==> src/pbr_bridge_cfg.svh <==
// Offsets, field positions, reset values and counts for the backplane PIO bridge.
// Assumes inclusion by bare name from the bridge design files.
`ifndef PBR_BRIDGE_CFG_SVH
`define PBR_BRIDGE_CFG_SVH
`define PBR_OFS_UPPER 16'h0004
`define PBR_OFS_LOWER 16'h0008
`define PBR_OFS_XBASE 16'h000C
`define PBR_REG_RST 32'h0000_0000
`define PBR_CMP_HI 31
`define PBR_CMP_LO 16
`define PBR_XB_HI 31
`define PBR_XB_LO 20
`define PBR_WORD_SHIFT 4
`define PBR_LANE_HI 3
`define PBR_LANE_LO 2
`define PBR_LANE_TOP 2'h3
`define PBR_LANE_FIRST 2'h0
`define PBR_OFS_HI 15
`define PBR_ARB_CYCLES 16
`endif

==> src/pbr_pkg.sv <==
// Types shared by the backplane PIO bridge, its peer model and its bench.
// Assumes pbr_bridge_cfg.svh is compiled alongside.
package pbr_pkg;
  typedef enum logic [1:0] {PBR_SEL_SETUP, PBR_SEL_WIN_A, PBR_SEL_WIN_B} pbr_sel_e;
  typedef enum {PBR_IDLE, PBR_I_ARB, PBR_I_WAIT, PBR_I_ANS, PBR_T_REQ, PBR_T_XFER,
                PBR_T_DONE} pbr_state_e;
  // Backplane pins seen by this board
  typedef struct packed {
    logic avalid;
    logic write;
    logic gnt;
    logic done_n;
    logic [31:0] addr;
    logic [127:0] data;
  } pbr_bp_in_s;
  // Every registered output of the bridge
  typedef struct packed {
    logic tgt_trdy;
    logic tgt_stop;
    logic [31:0] tgt_rdata;
    logic mst_req;
    logic mst_write;
    logic [31:0] mst_addr;
    logic [63:0] mst_wdata;
    logic dma_halt;
    logic bp_req;
    logic bp_avalid;
    logic bp_write;
    logic [31:0] bp_addr;
    logic [127:0] bp_wdata;
    logic bp_done_n;
    logic bp_done_oe_n;
    logic [127:0] bp_rdata;
  } pbr_out_s;
endpackage : pbr_pkg

==> src/pbr_word_buf.sv <==
// One backplane word held as 32-bit lanes, per-lane write enables.
// Assumes a single clock; read word comes out of a register.
`timescale 1ns/1ps
module pbr_word_buf #(
  parameter int LANE_W = 32,
  parameter int LANES = 4
) (
  input wire logic i_ref_clk,
  input wire logic i_reset,
  input wire logic [LANES-1:0] i_we,
  input wire logic [LANE_W*LANES-1:0] i_wdata,
  output logic [LANE_W*LANES-1:0] o_word
);
  logic [LANE_W*LANES-1:0] word_d;

  // Merge enabled lanes into the held word
  always_comb begin
    word_d = o_word;
    for (int i = 0; i < LANES; i++) begin
      if (i_we[i]) begin
        word_d[i*LANE_W +: LANE_W] = i_wdata[i*LANE_W +: LANE_W];
      end
    end
  end

  always_ff @(posedge i_ref_clk or posedge i_reset) begin
    if (i_reset) begin
      o_word <= '0;
    end else begin
      o_word <= word_d;
    end
  end
endmodule : pbr_word_buf

==> src/pbr_bridge.sv <==
// Backplane PIO bridge: setup registers, fully coupled initiator and target paths.
// Assumes a simplified local PCI target port, a PCI master port with per-phase acks,
// and backplane pins that arrive asynchronously and are synchronised here.
// What this block does
// - Answer backplane addresses only inside window, comparing top 16 address bits.
// - PCI address bits 31:20 come from inbound translation base.
// - Each backplane address step advances PCI byte address by sixteen.
// - Local PCI cycle stays open until the backplane cycle finishes.
// - Write: store data, win backplane, drive it, give target ready after done.
// - Target write: latch word, win PCI, write it in phases, then done.
// - Read: win backplane, send address, latch returned word, answer 32 bits.
// - Target read: win PCI, read word, place on backplane, signal done.
// - Backplane read only at aligned word; other lanes served from buffer.
// - Narrow window write starts a backplane cycle after one 32-bit write.
// - Full-word window write starts only when the top lane is written.
// - PIO outranks DMA; DMA halted while bridge wants PCI bus.
// - Target side forces running DMA to stop for pending PIO.
// - On window hit request PCI, wait grant, burst two 64-bit phases, then done.
// - No backplane grant within sixteen cycles gives PCI stop for retry.
// - Backplane-originated access beats simultaneous PCI access, which is stopped.
`timescale 1ns/1ps
`include "pbr_bridge_cfg.svh"
module pbr_bridge import pbr_pkg::*; #(
  parameter int ARB_LIMIT = `PBR_ARB_CYCLES
) (
  input wire logic i_ref_clk,
  input wire logic i_reset,
  input wire logic i_tgt_req,
  input wire logic [1:0] i_tgt_sel,
  input wire logic i_tgt_write,
  input wire logic [15:0] i_tgt_addr,
  input wire logic [31:0] i_tgt_wdata,
  output logic o_tgt_trdy,
  output logic o_tgt_stop,
  output logic [31:0] o_tgt_rdata,
  input wire logic [15:0] i_pci_bp_base,
  output logic o_mst_req,
  input wire logic i_mst_gnt,
  output logic o_mst_write,
  output logic [31:0] o_mst_addr,
  output logic [63:0] o_mst_wdata,
  input wire logic [63:0] i_mst_rdata,
  input wire logic i_mst_ack,
  output logic o_dma_halt,
  input wire pbr_bp_in_s i_bp,
  output logic o_bp_req,
  output logic o_bp_avalid,
  output logic o_bp_write,
  output logic [31:0] o_bp_addr,
  output logic [127:0] o_bp_wdata,
  output logic o_bp_done_n,
  output logic o_bp_done_oe_n,
  output logic [127:0] o_bp_rdata
);
  localparam int ARB_LAST = ARB_LIMIT - 1;
  localparam pbr_out_s OUT_RST = '{bp_done_n: 1'b1, bp_done_oe_n: 1'b1, default: '0};

  pbr_bp_in_s bp_s1_q, bp;
  pbr_out_s out_q, out_d;
  pbr_state_e st_q, st_d;
  logic [31:0] upper_q, upper_d, lower_q, lower_d, xbase_q, xbase_d, t_addr_q, t_addr_d;
  logic [4:0] cnt_q, cnt_d;
  logic [1:0] lane_q, lane_d, sel_q, sel_d;
  logic ph_q, ph_d, t_wr_q, t_wr_d, served_q, served_d;
  logic [3:0] mem_we;
  logic [127:0] mem_wdata, mem_word;
  logic bp_hit;

  // Window test, lower inclusive and upper exclusive
  function automatic logic in_window(input logic [31:0] a, lo, hi);
    in_window = (a[`PBR_CMP_HI:`PBR_CMP_LO] >= lo[`PBR_CMP_HI:`PBR_CMP_LO]) &&
                (a[`PBR_CMP_HI:`PBR_CMP_LO] < hi[`PBR_CMP_HI:`PBR_CMP_LO]);
  endfunction : in_window

  // Backplane word address to PCI byte address
  function automatic logic [31:0] to_pci(input logic [31:0] a, lo, xb);
    logic [31:0] ofs;
    ofs = 32'((a - lo) << `PBR_WORD_SHIFT);
    to_pci = {xb[`PBR_XB_HI:`PBR_XB_LO], ofs[`PBR_XB_LO-1:0]};
  endfunction : to_pci

  function automatic logic [31:0] lane_of(input logic [127:0] w, input logic [1:0] l);
    lane_of = w[l*32 +: 32];
  endfunction : lane_of

  pbr_word_buf #(.LANE_W(32), .LANES(4)) u_buf (
    .i_ref_clk(i_ref_clk),
    .i_reset(i_reset),
    .i_we(mem_we),
    .i_wdata(mem_wdata),
    .o_word(mem_word)
  );

  // Backplane pins cross in through two flops; only the second is read
  always_ff @(posedge i_ref_clk or posedge i_reset) begin
    if (i_reset) begin
      bp_s1_q <= '0;
      bp <= '0;
    end else begin
      bp_s1_q <= i_bp;
      bp <= bp_s1_q;
    end
  end

  // Served flag stops one backplane address from being taken twice
  assign bp_hit = bp.avalid && !served_q && in_window(bp.addr, lower_q, upper_q);

  // Next-state, register and output computation
  always_comb begin
    st_d = st_q;
    out_d = out_q;
    out_d.tgt_trdy = 1'b0;
    out_d.tgt_stop = 1'b0;
    out_d.bp_done_n = 1'b1;
    out_d.bp_done_oe_n = 1'b1;
    upper_d = upper_q;
    lower_d = lower_q;
    xbase_d = xbase_q;
    t_addr_d = t_addr_q;
    t_wr_d = t_wr_q;
    cnt_d = cnt_q;
    lane_d = lane_q;
    sel_d = sel_q;
    ph_d = ph_q;
    served_d = served_q && bp.avalid;
    mem_we = 4'h0;
    mem_wdata = '0;
    case (st_q)
      PBR_IDLE: begin
        if (bp_hit) begin
          // Backplane side wins; a PCI request this cycle is stopped
          out_d.tgt_stop = i_tgt_req;
          t_addr_d = bp.addr;
          t_wr_d = bp.write;
          if (bp.write) begin
            mem_we = 4'hF;
            mem_wdata = bp.data;
          end
          out_d.mst_req = 1'b1;
          out_d.dma_halt = 1'b1;
          out_d.mst_write = bp.write;
          out_d.mst_addr = to_pci(bp.addr, lower_q, xbase_q);
          st_d = PBR_T_REQ;
        end else if (i_tgt_req) begin
          if (pbr_sel_e'(i_tgt_sel) == PBR_SEL_SETUP) begin
            // Setup registers answer at once; unmapped offsets read zero
            out_d.tgt_trdy = 1'b1;
            out_d.tgt_rdata = `PBR_REG_RST;
            case (i_tgt_addr)
              `PBR_OFS_UPPER: begin
                out_d.tgt_rdata = upper_q;
                if (i_tgt_write) upper_d = i_tgt_wdata;
              end
              `PBR_OFS_LOWER: begin
                out_d.tgt_rdata = lower_q;
                if (i_tgt_write) lower_d = i_tgt_wdata;
              end
              `PBR_OFS_XBASE: begin
                out_d.tgt_rdata = xbase_q;
                if (i_tgt_write) xbase_d = i_tgt_wdata;
              end
              default: out_d.tgt_rdata = `PBR_REG_RST;
            endcase
          end else begin
            lane_d = i_tgt_addr[`PBR_LANE_HI:`PBR_LANE_LO];
            sel_d = i_tgt_sel;
            out_d.bp_addr = {i_pci_bp_base, 4'h0, i_tgt_addr[`PBR_OFS_HI:`PBR_WORD_SHIFT]};
            out_d.bp_write = i_tgt_write;
            if (i_tgt_write) begin
              mem_we = 4'(1 << lane_d);
              mem_wdata = {4{i_tgt_wdata}};
              if (pbr_sel_e'(i_tgt_sel) == PBR_SEL_WIN_A ||
                  lane_d == `PBR_LANE_TOP) begin
                out_d.bp_req = 1'b1;
                cnt_d = '0;
                st_d = PBR_I_ARB;
              end else begin
                out_d.tgt_trdy = 1'b1;
              end
            end else if (lane_d == `PBR_LANE_FIRST) begin
              out_d.bp_req = 1'b1;
              cnt_d = '0;
              st_d = PBR_I_ARB;
            end else begin
              // Later lanes come from the word already held
              out_d.tgt_trdy = 1'b1;
              out_d.tgt_rdata = lane_of(mem_word, lane_d);
            end
          end
        end
      end
      PBR_I_ARB: begin
        if (bp_hit || (!bp.gnt && cnt_q == 5'(ARB_LAST))) begin
          // Give up the backplane; the host controller retries
          out_d.tgt_stop = 1'b1;
          out_d.bp_req = 1'b0;
          st_d = PBR_IDLE;
        end else if (bp.gnt) begin
          out_d.bp_avalid = 1'b1;
          out_d.bp_wdata = mem_word;
          st_d = PBR_I_WAIT;
        end else begin
          cnt_d = cnt_q + 5'h1;
        end
      end
      PBR_I_WAIT: begin
        // Local cycle stays open; no target ready until done arrives
        if (!bp.done_n) begin
          out_d.bp_avalid = 1'b0;
          out_d.bp_req = 1'b0;
          if (!out_q.bp_write) begin
            mem_we = 4'hF;
            mem_wdata = bp.data;
          end
          st_d = PBR_I_ANS;
        end
      end
      PBR_I_ANS: begin
        out_d.tgt_trdy = 1'b1;
        out_d.tgt_rdata = lane_of(mem_word, lane_q);
        st_d = PBR_IDLE;
      end
      PBR_T_REQ: begin
        if (i_mst_gnt) begin
          ph_d = 1'b0;
          out_d.mst_wdata = mem_word[63:0];
          st_d = PBR_T_XFER;
        end
      end
      PBR_T_XFER: begin
        if (i_mst_ack) begin
          if (!t_wr_q) begin
            mem_we = ph_q ? 4'hC : 4'h3;
            mem_wdata = {i_mst_rdata, i_mst_rdata};
          end
          if (ph_q) begin
            out_d.mst_req = 1'b0;
            out_d.dma_halt = 1'b0;
            st_d = PBR_T_DONE;
          end else begin
            ph_d = 1'b1;
            out_d.mst_wdata = mem_word[127:64];
          end
        end
      end
      PBR_T_DONE: begin
        out_d.bp_done_n = 1'b0;
        out_d.bp_done_oe_n = 1'b0;
        out_d.bp_rdata = mem_word;
        served_d = 1'b1;
        st_d = PBR_IDLE;
      end
      default: st_d = PBR_IDLE;
    endcase
  end

  always_ff @(posedge i_ref_clk or posedge i_reset) begin
    if (i_reset) begin
      st_q <= PBR_IDLE;
      out_q <= OUT_RST;
      upper_q <= `PBR_REG_RST;
      lower_q <= `PBR_REG_RST;
      xbase_q <= `PBR_REG_RST;
      t_addr_q <= '0;
      t_wr_q <= 1'b0;
      cnt_q <= '0;
      lane_q <= '0;
      sel_q <= '0;
      ph_q <= 1'b0;
      served_q <= 1'b0;
    end else begin
      st_q <= st_d;
      out_q <= out_d;
      upper_q <= upper_d;
      lower_q <= lower_d;
      xbase_q <= xbase_d;
      t_addr_q <= t_addr_d;
      t_wr_q <= t_wr_d;
      cnt_q <= cnt_d;
      lane_q <= lane_d;
      sel_q <= sel_d;
      ph_q <= ph_d;
      served_q <= served_d;
    end
  end

  // Outputs straight from the output register
  assign o_tgt_trdy = out_q.tgt_trdy;
  assign o_tgt_stop = out_q.tgt_stop;
  assign o_tgt_rdata = out_q.tgt_rdata;
  assign o_mst_req = out_q.mst_req;
  assign o_mst_write = out_q.mst_write;
  assign o_mst_addr = out_q.mst_addr;
  assign o_mst_wdata = out_q.mst_wdata;
  assign o_dma_halt = out_q.dma_halt;
  assign o_bp_req = out_q.bp_req;
  assign o_bp_avalid = out_q.bp_avalid;
  assign o_bp_write = out_q.bp_write;
  assign o_bp_addr = out_q.bp_addr;
  assign o_bp_wdata = out_q.bp_wdata;
  assign o_bp_done_n = out_q.bp_done_n;
  assign o_bp_done_oe_n = out_q.bp_done_oe_n;
  assign o_bp_rdata = out_q.bp_rdata;
endmodule : pbr_bridge

==> config.mk <==
export PLATFORM = sky130hd
export DESIGN_NAME = pbr_bridge
export DESIGN_NICKNAME = d
export VERILOG_FILES = /design/src/pbr_pkg.sv /design/src/pbr_word_buf.sv /design/src/pbr_bridge.sv
export VERILOG_INCLUDE_DIRS = /design/src /design/src/src
export SDC_FILE = /design/constraint.sdc
export NUM_CORES = 2
export LEC_CHECK = 0
export BUFFER_PORTS_ARGS = -buffer_cell sky130_fd_sc_hd__buf_2
export CORE_MARGIN = 2
export CORE_UTILIZATION = 53
export CTS_CLUSTER_DIAMETER = 50
export DETAILED_ROUTE_END_ITERATION = 7
export PLACE_DENSITY = 0.85
export SYNTH_ARGS = -nofsm -noshare
export SYNTH_HDL_FRONTEND = slang
export SYNTH_SLANG_ARGS = --single-unit
==> constraint.sdc <==
create_clock -name i_ref_clk -period 78.3 [get_ports i_ref_clk]
set_input_delay 3.915 -clock i_ref_clk [delete_from_list [all_inputs] [get_ports i_ref_clk]]
set_output_delay 3.915 -clock i_ref_clk [all_outputs]
set_load 0.02 [all_outputs]
## After elaboration in Yosys (flattened, before gate mapping)

Cells that the tools add are included.

- Add/subtract/negate cells: 2
- $lt $le $gt $ge: 2
- Equality and inequality tests: 34
- Shifts and indexed selects: 3
- Mux-type cells: 87
- Bitwise logic cells: 3
- Reduce and logical (&&, ||, !) cells: 32

Operators with widths:

| kind | number |
|---|---|
| 2-to-1 mux 128 bit | 9 |
| 2-to-1 mux 32 bit | 17 |
| one-hot mux 128 bit (3 select lines) | 1 |
| indexed part select 128 x 8 -> 32 bit | 2 |
| one-hot mux 32 bit (5 select lines) | 1 |
| 2-to-1 mux 130 bit | 1 |
| 2-to-1 mux 64 bit | 2 |
| one-hot mux 64 bit (2 select lines) | 1 |
| == test 32 x 3 -> 1 bit, second input constant | 3 |
| one-hot mux 32 bit (3 select lines) | 1 |
| 2-to-1 mux 65 bit | 1 |
| == test 32 x 2 -> 1 bit, second input constant | 2 |
| one-hot mux 32 bit (2 select lines) | 1 |
| 2-to-1 mux 4 bit | 10 |
| 2-to-1 mux 5 bit | 8 |
| 2-to-1 mux 34 bit | 1 |
| == test 16 x 4 -> 1 bit, second input constant | 2 |
| == test 32 x 1 -> 1 bit, second input constant | 1 |
| zero test 32 bit | 1 |
| inequality test 2 bit, second input constant | 13 |
| 2-to-1 mux 1 bit | 23 |
| inequality test 3 bit, second input constant | 7 |
| AND reduction 6 bit | 3 |
| == test 16 x 3 -> 1 bit, second input constant | 1 |
| other kinds (27) | 51 |

- Register bits after elaboration: 1011
- Input port bits: 300
- Output and inout bits: 426
- Word-level logic and storage cells: 203

## Longest topological paths before layout

- Depth after elaboration: 8
- Gate-level depth with buffers: 12
- Mapped depth without buffers: 10

## Cells and area by module

A second synthesis with hierarchy kept.

- Cells, all modules: 2809
- Area total of the unflattened synthesis: 40624.0 um^2

By module, submodules not included:

| module | times used | cells each | area an instance (um^2) | sequential area each (um^2) |
|---|---|---|---|---|
| pbr_bridge | 1 | 2536 | 35240.0 | 21346.7 |
| pbr_word_buf | 1 | 273 | 5383.9 | 3203.1 |

## Worst setup path before layout

OpenSTA, ideal clock, no wires.

- Kind: in2reg
- Start point: in i_tgt_addr[3]
- End point: reg out_q (netlist bit o_tgt_rdata[10])
- Arrival time: 5.652 ns
- Required time: 78.175 ns
- Setup slack: 72.524 ns
- Stages: 7
- Buffers on the path: 3
- Path through: clkbuf_1 clkbuf_1 clkbuf_1 mux4_2 a21oi_1 a21oi_1 mux2_2

- Cells in the longest elaborated chain, start to end: 7

RTL lines:

| item | RTL line | RTL |
|---|---|---|
| from (decl) | pbr_bridge.sv:31 | `input wire logic [15:0] i_tgt_addr,` |
| indexed part select 128 x 8 -> 32 bit | pbr_bridge.sv:83 | `lane_of = w[l*32 +: 32];` |
| 2-to-1 mux 32 bit | pbr_bridge.sv:180 | `` end else if (lane_d == `PBR_LANE_FIRST) begin `` |
| 2-to-1 mux 32 bit | pbr_bridge.sv:169 | `if (i_tgt_write) begin` |
| 2-to-1 mux 32 bit | pbr_bridge.sv:145 | `if (pbr_sel_e'(i_tgt_sel) == PBR_SEL_SETUP) begin` |
| 2-to-1 mux 32 bit | pbr_bridge.sv:144 | `end else if (i_tgt_req) begin` |
| 2-to-1 mux 32 bit | pbr_bridge.sv:130 | `if (bp_hit) begin` |
| one-hot mux 32 bit (2 select lines) | pbr_bridge.sv:128 | `case (st_q)` |
| to (signal assigned) | pbr_bridge.sv:273 | `out_q <= out_d;` |
| to (decl) | pbr_bridge.sv:59 | `pbr_out_s out_q, out_d;` |

Parallel ways exist; a longest one is shown, timed or not. The select of a mux whose other input is x is not followed.
A chain may end at the register's enable or synchronous reset.

==> results.yml <==
yosys:
  synth.area.top_cells: "dfrtp_1, mux2_2, mux4_2"
  post-synth-top-count-cell: "dfrtp_1"
  seq_area_frac_synth_pct: 61.1
  synth_top_area_share_pct: 61.0
  synthCells: 3059
  synth-async-reset-ratio_pct: 100
  synth_top_area_cell: "dfrtp_1"
  ys_types: 69
  syn_avg_cell_area_um2: 13.1
  synth_edf_count: 0
  synth_common_cells: "dfrtp_1, mux2_2, nand2_1"
  ys_warn_count: 0
  synth_seq_cells: 981
  synth_top_flop_cell: "dfrtp_1"
  netlist_area_um2: 40200
sta:
  finClkSkew_ns: 0.0484
  rsz0062_at_grt: "no"
  setup_tns_ns: 0
  fin_crit_sh_pct: 9.51
  hold_viol_final: 0
  slew_violations: 0
  setup_viol: 0
  fin_crit_ns: 7.45
  worst_pin_slew_ns: 1.36
  max_freq_ghz: 0.134
  slew_headroom_pct: 9.39
  setup_slack_ns: 70.85
setup_path:
  end_kind: "async pin"
  slowest_delay_ns: 0.88
  required_ns: 78.95
  path_cells: "buf_2, inv_8, buf_12, buf_4, buf_4, buf_4"
  startpoint_type: "input port"
  crit_fanout: 174
  worst-path-buf-inv: 6
  crit_slowest_cell: "buf_4"
  cpMostUsedCell: "buf_4"
  crit_family: "buffers and inverters"
  cp-startpoint: "i_reset"
  worstReg2RegStart: "st_q[0]$_DFFE_PP0P_"
  crit_arrival_ns: 8.10
  critPathKind: "in -> async"
clock_network:
  cts_setup_buffers: 0
  clkTransAtPathRegs_ns: 0.06
  htreeDepth: 3
  cts_made_buffers: 106
  clkLatencyLatePin_ns: 0.69
  clockBufferDepth: 3
  root_buffer: "clkbuf_16"
  cts_hold_buf: 0
  cts_tree: "done"
  cts.repair.resized: 0
  clock-sinks: 981
status:
  outcome: "finished clean"
min_path:
  hold_start: "bp_s1_q[150]$_DFF_PP0_"
  hp-class: "reg -> reg"
drt:
  vias_per_cell: 6.48
  num_vias: 30907
  drt_first_pass_iters: 6
  wl_mm: 136
  wl_per_cell_um: 28.5
  drtIter0Drc: 3804
  final_antenna_net_count: 0
  remaining_drc_errors: 0
global_route:
  overflow: 0
  grt_pass1_vias: 31381
  grt_usage_pct: 34.6
  grt_pass1_wl_mm: 200
  grt_max_degree: 175
  antenna_found_initial: 38
job:
  drv_cap: 0
floorplan:
  rows: 100
  dieArea_um2: 78000
  die_w_um: 279
  die_h_um: 279
  start_util_pct: 53.8
  io_pins: 726
  coreArea_um2: 74700
placed_design:
  routabilityCongestion: 0.929
  dp_hpwl_mm: 88.9
  port_buffers: 717
  place_ws_ns: 70.05
finish:
  fill_cells: 5196
  flow.area_growth_from_synthesis_pct: 19.5
  drive_gt1_share_pct: 38.0
  layout.nets: 4035
power:
  p_per_area_nw_per_um2: 41.3
  leakage_nw: 22.3
  irDropWorstVdd_mv: 0.0331
## flip-flops by register name, indices dropped and copies added (netlist names), 2 cells and up
name and count:
cnt_q 5, lower_q 32, u_buf.o_word 128, bp 164, st_q 3, o_bp_wdata 128
lane_q 2, o_mst_addr 28, o_bp_addr 28, bp_s1_q 164, o_bp_rdata 128, o_mst_wdata 64
xbase_q 32, upper_q 32, o_tgt_rdata 32
## cell usage in the layout, fill, tap and decap left out, drive strengths merged, types with 6 or more instances in the layout
cell type  count
clkinv        27
o211ai       131
nor3          39
mux4          64
nand4          6
a31oi        133
diode         36
nor4         135
dfrtp        980
mux2         420
mux2i         66
nor2         132
o21ai         61
xor2           8
a22oi         98
bufinv         9
conb           8
nand2b        12
a21oi        150
or3            8
nor2b          9
nand2        176
and3          11
buf          754
nand3          7
ha            48
clkbuf       130
a211oi         7
clkinvlp      11
inv           66
## final cells by class
| cell class | count | area [um^2] | area share (%) |
|---|---|---|---|
| multi-input cells | 1786 | 14500 | 30.1 |
| clock buffers | 130 | 2860 | 5.96 |
| inverters | 57 | 221 | 0.461 |
| diodes | 36 | 90.1 | 0.188 |
| well taps | 969 | 1210 | 2.53 |
| repair buffers | 754 | 3890 | 8.10 |
| flip-flops and latches | 981 | 24600 | 51.1 |
| clock inverters | 56 | 728 | 1.52 |
## metal layers
layer  global-route usage, %  vias to the layer above  wire length (um)
li1                        -                    12560                 -
met1                    42.6                    15526             48300
met2                    54.8                     2239             64100
met3                    10.8                      568             15000
met4                    18.6                       14              8220
met5                    1.06                        -               199
## cells by family after synthesis
logic type | count (synthesis) | synth area share, %
AO/OA/AOI/OAI | 619 | 10.2
XOR/XNOR | 11 | 0.240
adder cells (fa/ha/maj) | 49 | 1.54
buffers and inverters | 299 | 3.34
flip-flops | 981 | 61.1
multiplexers | 550 | 17.0
other | 1 | 0.00933
AND/OR/NAND/NOR | 549 | 6.57
## path summary, 6_finish.rpt
check	slack, ns	depth (start not counted)	endpoint
worst max-delay path	70.85	6	u_buf.o_word[78]$_DFFE_PP0P_
worst min-delay path	0.34	0	bp[150]$_DFF_PP0_
worst max register to register	73.10	7	u_buf.o_word[107]$_DFFE_PP0P_
worst min register to register	0.34	0	bp[150]$_DFF_PP0_
max in group i_ref_clk	71.09	7	u_buf.o_word[88]$_DFFE_PP0P_
min in group asynchronous	3.36	2	o_bp_addr[18]$_DFFE_PP0P_
## report_power, final
part / switching [mW] / total (mW) / internal [mW]
combinational: 0.383 / 0.659 / 0.276
clock: 0.216 / 0.509 / 0.293
sequential: 0.158 / 0.814 / 0.656
## through the flow
stage	power, mW	cells	hold WS [ns]	utilization (%)	cell area (um^2)
CTS	1.97	4733	0.346	64.2	47900
detailed placement	1.46	4547	0.335	59.4	44300
global placement	1.43	4547	0.332	59.4	44300
finish	1.98	4769	0.336	64.3	48000
floorplan	1.20	3066	0.331	-	40200
global route	2.06	4761	0.347	64.3	48000
Power figures use the tool's default switching activity.
